`src/design/tcs_pkg.sv`:
```
// constants, field layout and helpers for the timer prescale and transfer stretch block
package tcs_pkg;

  // register location and layout
  localparam logic [7:0] TCS_CTRL_ADDR = 8'h8e;
  localparam logic [5:0] TCS_CTRL_RESET = 6'h01;
  localparam int TCS_T2_SEL_BIT = 5;
  localparam int TCS_T1_SEL_BIT = 4;
  localparam int TCS_T0_SEL_BIT = 3;
  localparam int TCS_STRETCH_MSB = 2;
  localparam int TCS_STRETCH_LSB = 0;
  localparam logic [1:0] TCS_RSVD_READ = 2'h0;

  // prescale divider
  localparam logic [3:0] TCS_DIV_LAST = 4'hb;
  localparam logic [1:0] TCS_FAST_PHASE = 2'h3;

  // transfer timing in system clocks
  localparam logic [5:0] TCS_CLKS_PER_ICYCLE = 6'h04;
  localparam logic [5:0] TCS_MIN_ICYCLES = 6'h02;
  localparam logic [5:0] TCS_STROBE_LEAD = 6'h04;
  localparam logic [5:0] TCS_STROBE_MIN = 6'h02;
  localparam logic [5:0] TCS_ONCHIP_CLKS = 6'h08;

  // sequencer states
  typedef enum logic [1:0] {
    TCS_IDLE = 2'b01,
    TCS_BUSY = 2'b10
  } tcs_state_t;

  // whole transfer length in clocks for stretch n
  function automatic logic [5:0] tcs_xfer_clks(input logic [2:0] n);
    tcs_xfer_clks = 6'(TCS_CLKS_PER_ICYCLE * ({3'h0, n} + TCS_MIN_ICYCLES));
  endfunction : tcs_xfer_clks

  // strobe width in clocks for stretch n
  function automatic logic [5:0] tcs_strobe_clks(input logic [2:0] n);
    if (n == 3'h0)
      tcs_strobe_clks = TCS_STROBE_MIN;
    else
      tcs_strobe_clks = 6'(TCS_CLKS_PER_ICYCLE * {3'h0, n});
  endfunction : tcs_strobe_clks

endpackage : tcs_pkg

```
`src/design/tcs_top.sv`:
```
// timer rate prescaler, control register and external transfer stretch sequencer
`timescale 1ns/10ps
module tcs_top
  import tcs_pkg::*;
(
  // clock and reset
  input wire logic CLK_SYS,
  input wire logic SRST,
  // special function register access
  input wire logic [7:0] SFR_ADDR,
  input wire logic SFR_WR,
  input wire logic [7:0] SFR_WDATA,
  output logic [7:0] SFR_RDATA,
  // timer mode inputs from the timer blocks
  input wire logic TMR0_CNT_MODE,
  input wire logic TMR1_CNT_MODE,
  input wire logic TMR2_CNT_MODE,
  input wire logic TMR2_BAUD_OR_CLKOUT,
  // external count pins
  input wire logic TMR0_PIN,
  input wire logic TMR1_PIN,
  input wire logic TMR2_PIN,
  // increment pulses to the timers
  output logic TMR0_INC,
  output logic TMR1_INC,
  output logic TMR2_INC,
  // external data transfer request from the core
  input wire logic XFER_START,
  input wire logic XFER_WRITE,
  input wire logic XFER_ONCHIP,
  // external data transfer strobes and status
  output logic EXT_RD_N,
  output logic EXT_WR_N,
  output logic XFER_BUSY,
  output logic XFER_DONE
);

  // register state
  logic [5:0] ctrl_reg, ctrl_next;
  logic [7:0] rdata_reg, rdata_next;
  // prescaler state
  logic [3:0] div_reg, div_next;
  logic tick4_reg, tick4_next;
  logic tick12_reg, tick12_next;
  logic [2:0] pin_s1_reg, pin_s2_reg, pin_s3_reg;
  logic [2:0] inc_reg, inc_next;
  logic [2:0] pin_fall;
  // transfer sequencer state
  tcs_state_t state_reg, state_next;
  logic [5:0] cnt_reg, cnt_next;
  logic [5:0] len_reg, len_next;
  logic [5:0] slen_reg, slen_next;
  logic onchip_reg, onchip_next;
  logic write_reg, write_next;
  logic rd_n_reg, rd_n_next;
  logic wr_n_reg, wr_n_next;
  logic done_reg, done_next;
  logic strobe_on;

  // control register write and read
  always_comb
  begin
    ctrl_next = ctrl_reg;
    // stretch and rate bits are writable
    if (SFR_WR && (SFR_ADDR == TCS_CTRL_ADDR))
      ctrl_next = SFR_WDATA[TCS_T2_SEL_BIT:TCS_STRETCH_LSB];
    // top two bits read back as zero
    rdata_next = (SFR_ADDR == TCS_CTRL_ADDR) ? {TCS_RSVD_READ, ctrl_reg} : 8'h00;
  end

  // free-running divider, never touched by instruction flow
  always_comb
  begin
    div_next = (div_reg == TCS_DIV_LAST) ? 4'h0 : div_reg + 4'h1;
    tick4_next = (div_next[1:0] == TCS_FAST_PHASE);
    tick12_next = (div_next == TCS_DIV_LAST);
  end

  // edge of a synchronised pin; only the second and third stages are read
  assign pin_fall = pin_s3_reg & ~pin_s2_reg;

  // per timer increment selection
  always_comb
  begin
    // counter mode follows the pin, timer mode the prescaler
    inc_next[0] = TMR0_CNT_MODE ? pin_fall[0]
                : (ctrl_reg[TCS_T0_SEL_BIT] ? tick4_reg : tick12_reg);
    inc_next[1] = TMR1_CNT_MODE ? pin_fall[1]
                : (ctrl_reg[TCS_T1_SEL_BIT] ? tick4_reg : tick12_reg);
    inc_next[2] = TMR2_CNT_MODE ? pin_fall[2]
                : (ctrl_reg[TCS_T2_SEL_BIT] ? tick4_reg : tick12_reg);
    // baud or clock-out mode ignores the select bit
    if (TMR2_BAUD_OR_CLKOUT && !TMR2_CNT_MODE)
      inc_next[2] = tick12_reg;
  end

  // transfer sequencer; stretch is latched at start so a write mid-transfer is safe
  always_comb
  begin
    state_next = state_reg;
    cnt_next = cnt_reg;
    len_next = len_reg;
    slen_next = slen_reg;
    onchip_next = onchip_reg;
    write_next = write_reg;
    done_next = 1'b0;
    unique case (state_reg)
      TCS_IDLE:
      begin
        if (XFER_START)
        begin
          state_next = TCS_BUSY;
          cnt_next = 6'h00;
          onchip_next = XFER_ONCHIP;
          write_next = XFER_WRITE;
          // on-chip transfers ignore the stretch field
          // length and strobe width from stretch value
          len_next = XFER_ONCHIP ? TCS_ONCHIP_CLKS
                   : tcs_xfer_clks(ctrl_reg[TCS_STRETCH_MSB:TCS_STRETCH_LSB]);
          slen_next = tcs_strobe_clks(ctrl_reg[TCS_STRETCH_MSB:TCS_STRETCH_LSB]);
        end
      end
      TCS_BUSY:
      begin
        if (cnt_reg == len_reg - 6'h01)
        begin
          state_next = TCS_IDLE;
          done_next = 1'b1;
        end
        else
          cnt_next = cnt_reg + 6'h01;
      end
    endcase
    // strobe low for the stretched window after a four-clock lead
    strobe_on = (state_next == TCS_BUSY) && !onchip_next
              && (cnt_next >= TCS_STROBE_LEAD) && (cnt_next < TCS_STROBE_LEAD + slen_next);
    rd_n_next = !(strobe_on && !write_next);
    wr_n_next = !(strobe_on && write_next);
  end

  // register everything on one clock
  always_ff @(posedge CLK_SYS)
  begin
    if (SRST)
    begin
      ctrl_reg <= TCS_CTRL_RESET;
      rdata_reg <= 8'h00;
      div_reg <= 4'h0;
      tick4_reg <= 1'b0;
      tick12_reg <= 1'b0;
      pin_s1_reg <= 3'h0;
      pin_s2_reg <= 3'h0;
      pin_s3_reg <= 3'h0;
      inc_reg <= 3'h0;
      state_reg <= TCS_IDLE;
      cnt_reg <= 6'h00;
      len_reg <= TCS_ONCHIP_CLKS;
      slen_reg <= TCS_STROBE_MIN;
      onchip_reg <= 1'b0;
      write_reg <= 1'b0;
      rd_n_reg <= 1'b1;
      wr_n_reg <= 1'b1;
      done_reg <= 1'b0;
    end
    else
    begin
      ctrl_reg <= ctrl_next;
      rdata_reg <= rdata_next;
      div_reg <= div_next;
      tick4_reg <= tick4_next;
      tick12_reg <= tick12_next;
      pin_s1_reg <= {TMR2_PIN, TMR1_PIN, TMR0_PIN};
      pin_s2_reg <= pin_s1_reg;
      pin_s3_reg <= pin_s2_reg;
      inc_reg <= inc_next;
      state_reg <= state_next;
      cnt_reg <= cnt_next;
      len_reg <= len_next;
      slen_reg <= slen_next;
      onchip_reg <= onchip_next;
      write_reg <= write_next;
      rd_n_reg <= rd_n_next;
      wr_n_reg <= wr_n_next;
      done_reg <= done_next;
    end
  end

  // outputs straight from flops, except XFER_BUSY decoded from state_reg
  assign SFR_RDATA = rdata_reg;
  // single-count pulses only, timers add one each
  assign TMR0_INC = inc_reg[0];
  assign TMR1_INC = inc_reg[1];
  assign TMR2_INC = inc_reg[2];
  // instruction timing never reads the rate bits
  assign EXT_RD_N = rd_n_reg;
  assign EXT_WR_N = wr_n_reg;
  assign XFER_BUSY = (state_reg == TCS_BUSY);
  assign XFER_DONE = done_reg;

  // helper: counts strobe-low cycles for the width check
  logic [5:0] low_cnt_reg;
  always_ff @(posedge CLK_SYS)
  begin
    if (SRST)
      low_cnt_reg <= 6'h00;
    else if (!(rd_n_reg && wr_n_reg))
      low_cnt_reg <= low_cnt_reg + 6'h01;
    else
      low_cnt_reg <= 6'h00;
  end

  property p_rsvd_zero;
    @(posedge CLK_SYS) disable iff (SRST)
    SFR_RDATA[7:6] == 2'h0;
  endproperty
  a_rsvd_zero: assert property (p_rsvd_zero)
    else $error("reserved bits read nonzero");

  property p_reset_value;
    @(posedge CLK_SYS) disable iff (SRST)
    $past(SRST) |-> (ctrl_reg == TCS_CTRL_RESET);
  endproperty
  a_reset_value: assert property (p_reset_value)
    else $error("control register not at reset value");

  property p_fast_period;
    @(posedge CLK_SYS) disable iff (SRST)
    tick4_reg |-> ##1 !tick4_reg [*3] ##1 tick4_reg;
  endproperty
  a_fast_period: assert property (p_fast_period)
    else $error("fast tick period is not four clocks");

  property p_slow_period;
    @(posedge CLK_SYS) disable iff (SRST)
    // eleven quiet cycles, then the next slow tick exactly twelve clocks on
    tick12_reg |-> ##1 !tick12_reg [*8] ##1 !tick12_reg [*3] ##1 tick12_reg;
  endproperty
  a_slow_period: assert property (p_slow_period)
    else $error("slow tick period is not twelve clocks");

  property p_t2_fast;
    @(posedge CLK_SYS) disable iff (SRST)
    (tick4_reg && ctrl_reg[TCS_T2_SEL_BIT] && !TMR2_CNT_MODE && !TMR2_BAUD_OR_CLKOUT)
      |-> ##1 TMR2_INC;
  endproperty
  a_t2_fast: assert property (p_t2_fast)
    else $error("timer 2 fast increment missing");

  property p_t2_baud;
    @(posedge CLK_SYS) disable iff (SRST)
    (TMR2_BAUD_OR_CLKOUT && !TMR2_CNT_MODE) |-> ##1 (TMR2_INC == $past(tick12_reg));
  endproperty
  a_t2_baud: assert property (p_t2_baud)
    else $error("timer 2 select acted in baud mode");

  property p_t1_slow;
    @(posedge CLK_SYS) disable iff (SRST)
    (!TMR1_CNT_MODE && !ctrl_reg[TCS_T1_SEL_BIT]) |-> ##1 (TMR1_INC == $past(tick12_reg));
  endproperty
  a_t1_slow: assert property (p_t1_slow)
    else $error("timer 1 slow increment wrong");

  property p_t0_fast;
    @(posedge CLK_SYS) disable iff (SRST)
    (!TMR0_CNT_MODE && ctrl_reg[TCS_T0_SEL_BIT]) |-> ##1 (TMR0_INC == $past(tick4_reg));
  endproperty
  a_t0_fast: assert property (p_t0_fast)
    else $error("timer 0 fast increment wrong");

  property p_onchip_len;
    @(posedge CLK_SYS) disable iff (SRST)
    (XFER_START && !XFER_BUSY && XFER_ONCHIP)
      |-> ##1 (EXT_RD_N && EXT_WR_N && !XFER_DONE) [*8] ##1 XFER_DONE;
  endproperty
  a_onchip_len: assert property (p_onchip_len)
    else $error("on-chip transfer not two instruction cycles");

  property p_strobe_width;
    @(posedge CLK_SYS) disable iff (SRST)
    ($rose(EXT_RD_N) || $rose(EXT_WR_N)) |-> (low_cnt_reg == slen_reg);
  endproperty
  a_strobe_width: assert property (p_strobe_width)
    else $error("strobe width differs from stretch setting");

  property p_strobe_in_xfer;
    @(posedge CLK_SYS) disable iff (SRST)
    !(EXT_RD_N && EXT_WR_N) |-> (XFER_BUSY && !onchip_reg && !(EXT_RD_N == EXT_WR_N));
  endproperty
  a_strobe_in_xfer: assert property (p_strobe_in_xfer)
    else $error("strobe outside an external transfer");

endmodule : tcs_top

```
`config.mk`:
```
export PLATFORM = sky130hd
export DESIGN_NAME = tcs_top
export DESIGN_NICKNAME = d
export VERILOG_FILES = /design/src/design/tcs_pkg.sv /design/src/design/tcs_top.sv
export SDC_FILE = /design/constraint.sdc
export NUM_CORES = 1
export LEC_CHECK = 0
export BUFFER_PORTS_ARGS = -buffer_cell sky130_fd_sc_hd__buf_2
export CORE_MARGIN = 3
export CORE_UTILIZATION = 30
export CTS_CLUSTER_DIAMETER = 40
export CTS_CLUSTER_SIZE = 10
export DETAILED_ROUTE_END_ITERATION = 8
export SETUP_SLACK_MARGIN = 0.5
export SLEW_MARGIN = 0
export SYNTH_ARGS = -nofsm -noshare
export SYNTH_HDL_FRONTEND = slang
export SYNTH_SLANG_ARGS = --single-unit
```
`constraint.sdc`:
```
create_clock -name CLK_SYS -period 6.26 [get_ports CLK_SYS]
set_clock_uncertainty 0.05 [all_clocks]
set_input_delay 0.313 -clock CLK_SYS [delete_from_list [all_inputs] [get_ports CLK_SYS]]
set_output_delay 0.313 -clock CLK_SYS [all_outputs]
set_load 0.05 [all_outputs]
```
# ---- Word-level counts from Yosys, hierarchy flattened
# Cells that the tools add are included.
dict set report op_classes {
  add_sub_neg 5
  mul 0
  n_div 0
  magnitude_cmp 2
  n_eq_ne 8
  shift 0
  mux 23
  bitwise 4
  n_reduce_logical 16
}
# cell n
set ops {}
lappend ops {{$mux W6} 5}
lappend ops {{$mux W1} 12}
lappend ops {{$pmux W6 S2} 1}
lappend ops {{$eq A4 B4 Y1 const B} 2}
lappend ops {{$eq A8 B8 Y1 const B} 1}
lappend ops {{$logic_and A1 B1 Y1} 7}
lappend ops {{$add A3 B6 Y6 const A} 1}
lappend ops {{$add A6 B1 Y6 const B} 1}
lappend ops {{$eq A2 B2 Y1 const B} 3}
lappend ops {{$eq A6 B6 Y1} 1}
lappend ops {{$ge A6 B3 Y1 const B} 1}
lappend ops {{$lt A6 B6 Y1} 1}
lappend ops {{$sub A6 B1 Y6 const B} 1}
lappend ops {{$logic_not A1 Y1} 5}
lappend ops {{$mux W5} 1}
lappend ops {{$add A3 B2 Y4 const B} 1}
lappend ops {{$add A4 B1 Y4 const B} 1}
lappend ops {{$mux W2} 2}
lappend ops {{$mux W4} 1}
lappend ops {{$pmux W2 S2} 1}
lappend ops {{$reduce_or A2 Y1} 2}
lappend ops {{$and A3 B3 Y3} 1}
lappend ops {{$logic_not A3 Y1} 1}
lappend ops {{$not A3 Y3} 1}
lappend ops {{3 further kinds} 4}
dict set report totals {
  register_bits 57
  latch_bits 0
  ram_bits 0
  mem_bits_ro 0
  in_bits 29
  output_inout_bits 15
  wordCells 77
  mem_count 0
}

# ---- Logic depth before layout (Yosys ltp)
dict set report depth {
  word_depth 10
  mapped_depth 15
  ltp_nobuf 15
}

# ---- Worst setup path after synthesis
# No wires, ideal clock.
dict set report synth_path {
  path_kind {flip-flop to flip-flop}
  from {register len_reg[2]}
  to {register rd_n_reg, in the netlist EXT_RD_N}
  setup_ns 0.131
  arrival_time_ns 2.481
  t_required_ns 6.079
  slack_ns 3.598
  stages_incl_launch_ff 15
  n_path_buf 0
  period_less_slack_ns 2.662
  cell_sequence {dfxtp_1 > inv_1 > ha_1 > xor2_1 > nand4_2 > nor2_1 > nor2_1 > a22o_1 > ha_1 > nor2_1 > nand3_1 > a211oi_1 > o32ai_1 > nand4_1 > nand4b_1}
}
dict set report synth_via {
  elab_chain_len 10
  elab_cells_between_ends 14
  cone_classes {add/sub: 1; order compare: 2; eq/ne: 2; mux: 4; reduce/logical: 5}
}
# item line
set synth_lines {}
lappend synth_lines {{start, declared} tcs_top.sv:51} ;# logic [5:0] len_reg, len_next;
lappend synth_lines {{start signal, assigned} tcs_top.sv:178} ;# len_reg <= len_next;
lappend synth_lines {{$sub A6 B1 Y6 *} tcs_top.sv:125} ;# if (cnt_reg == len_reg - 6'h01)
lappend synth_lines {{$eq A6 B6 Y1 *} tcs_top.sv:125}
lappend synth_lines {{branches (longest 5 deep; another with $ge A6 B3 Y1)} -}
lappend synth_lines {{$logic_and A1 B1 Y1 *} tcs_top.sv:136} ;# && (cnt_next >= TCS_STROBE_LEAD) && (cnt_next < TCS_STROBE_LEAD + slen_next);
lappend synth_lines {{$logic_and A1 B1 Y1 *} tcs_top.sv:137} ;# rd_n_next = !(strobe_on && !write_next);
lappend synth_lines {{$logic_not A1 Y1 *} tcs_top.sv:137}
lappend synth_lines {{end signal, assigned} tcs_top.sv:182} ;# rd_n_reg <= rd_n_next;
lappend synth_lines {{end, declared} tcs_top.sv:55} ;# logic rd_n_reg, rd_n_next;
# Mark *: on every way between the ends.
# A chain may end at the register's enable or synchronous reset.

# ---- Worst setup path in the final report
# Same ends and word-level chain as after synthesis.

==> results.toml <==
[finish]
fill_cells = 795
multi_input_area_um2 = 1200
area_growth_pct = 15.5
ff_latch_area_um2 = 1060
design_area_um2 = 2720
drive_gt1_share_pct = 20.3
final_cells = 390
final_common_cell = "dfxtp_1"
final_nets = 328
antennaDiodeCount = 0
final_cell_mix = "dfxtp_1, nor2_1, buf_2"

[detailed_routing]
wl_per_cell_um = 12.1
viasPerCell = 4.63
drt_wl_total_um = 4710
num_vias = 1804
ant_nets = 0
drt_pass1_iterations = 4
drc = 0
drt_iter0_drc = 91

[sta]
min_period_ns = 3.11
fmax_ghz = 0.322
fin_crit_sh_pct = 49.7
setup_viol = 0
slew_violations = 0
rsz0062_at_grt = "false"
hold_violations = 0
hold_ws_ns = 0.164
finalSetupTns_ns = 0
slew_headroom_pct = 45.0
worst_slew_pin_slew_ns = 0.823

[setup_path]
r2r_cells = 14
r2r_slack_ns = 3.15
r2r-start = "len_reg[2]"
r2r-end = "EXT_RD_N"
cp.arrival_ns = 3.24
endpoint_kind = "flop"
path_max_fanout = 6
critical_path_class = "reg -> reg"
startpoint_type = "flop"
crit_required_ns = 6.39

[worst_hold_path]
hold_start = "TMR1_PIN"
min_to = "pin_s1_reg[1]"
whs_path_depth = 2
holdCritPathClass = "in -> reg"

[pwr]
total_power_w = 0.000598
ir_worst_vdd_uv = 104
p_leak_nw = 1.20
p_per_area_nw_per_um2 = 220

[global_routing]
use_met2_pct = 17.7
grt_use_met1_pct = 14.3
grt_util_met3_pct = 2.79
grt_pass1_vias = 1747
grt_max_degree = 46
antenna_found_initial = 0
overflow = 0
grt_usage_pct = 11.3
top_usage_layer = "met2"
grt_pass1_wl_um = 7910

[synth]
synth_edf_count = 0
ys_types = 58
ys_async_sr_fraction_pct = 0
yosys.area.top_type = "dfxtp_1"
synth_flop_cell = "dfxtp_1"
synth_top_area_share_pct = 45.0
synthCells = 254
ys_ff_latch = 53
syn_area_um2 = 2360
netlist_top_cells_area = "dfxtp_1, nor2_1, mux2i_1, ha_1, nor2b_1"
ys_seq_area_share_pct = 45.0
syn_avg_cell_area_um2 = 9.28
yosys_warnings = 0

[clocking]
cts-resized-gates = 0
hold_buffers = 0
postCtsSetupRepairBufs = 0
cts.sinks = 53
cts-root-buf = "clkbuf_8"
worstSkewPairLatency_ns = 0.31
clock_path_buffers = 2
clk_pin_slew_ns = 0.10
cts_tree = "yes"
cts_htree_levels = 2
cts_buffers = 5

[run]
max_cap_viol_count = 0

[die]
start_util_pct = 31.7
core_region_area_um2 = 7450
fp-row-count = 31
die_x_um = 94.6
fp.dieH_um = 94.6
ios = 44
dieArea_um2 = 8960

[placement]
globalplace.congestion = 0.883
dp_hpwl_um = 3460
dpl.cell_count = 382
port_buffers = 39
place_area_um2 = 2630

[outcome]
run_status = "completed"
==> worst max-delay path: stages (launching register included) <==
cell      delay (ns)
dfxtp_1         0.42
inv_1           0.06
ha_1            0.30
xor2_1          0.23
nand4_2         0.22
nor2_1          0.36
nor2_1          0.09
a22o_1          0.27
ha_1            0.20
nor2_1          0.10
nand3_1         0.08
a211oi_1        0.21
o32ai_1         0.12
nand4_1         0.15
nand4b_1        0.12
==> stage by stage <==
step / util (%) / setup slack, ns
floorplan: - / 3.60
finish: 36.6 / 3.15
global placement: 35.3 / 3.17
detailed placement: 35.3 / 3.20
global route: 36.6 / 2.81
CTS: 36.6 / 3.16
==> cells in the mapped netlist (2+ instances only) <==
cell	count
nand3_1	7
and3b_1	2
nor3_1	3
nor3b_1	3
clkbuf_1	6
buf_4	2
nor2_1	41
and2_1	6
a31oi_1	4
nor2b_1	12
ha_1	9
xor2_1	4
mux2i_1	13
inv_1	11
xnor2_1	4
o21a_1	3
nand2b_1	4
dfxtp_1	53
nand3b_1	2
o22ai_1	2
mux2_2	2
nand2_1	14
a21o_1	2
a21oi_1	11
==> where the power goes <==
group	switching [W]	leakage, nW	internal [W]	total (W)
clock network	0.000119	0.0452	0.0000817	0.000201
logic	0.0000285	0.720	0.0000194	0.0000479
registers	0.00000437	0.431	0.000345	0.000349
total	0.000152	1.20	0.000446	0.000598
==> kinds of logic (layout without fill, tap and decap cells) <==
group,Yosys count,in the layout,share of synthesized area [%]
AND/OR/NAND/NOR,105,105,23.2
buffers and inverters,23,59,4.09
other,1,2,0.159
multiplexers,16,16,7.06
AO/OA/AOI/OAI,37,37,11.1
XOR/XNOR,10,10,4.62
adder cells (fa/ha/maj),9,9,4.78
flip-flops,53,53,45.0
==> how the worst max path moves through the flow <==
stage,start,endpoint,slack (ns),cells after the start
final,len_reg[2],EXT_RD_N,3.15,14
after detailed placement,len_reg[2],EXT_RD_N,3.20,14
after global placement,len_reg[2],EXT_RD_N,3.17,15
after global routing,len_reg[2],EXT_RD_N,2.81,15
after CTS,len_reg[2],EXT_RD_N,3.16,14
after floorplan,len_reg[2],EXT_RD_N,3.60,14
==> cell type report <==
type	count	area share, %
clock buffers	5	2.53
clock inverters	3	0.919
inverters	12	1.65
multi-input cells	179	44.2
flip-flops and latches	53	39.0
well taps	99	4.55
repair buffers	39	7.17
==> layer usage <==
metal	wire length, um	vias to the layer above
met5	0	-
met4	63	0
li1	-	932
met1	2260	836
met2	2190	34
met3	203	2
(Power assumes the default switching activity.)
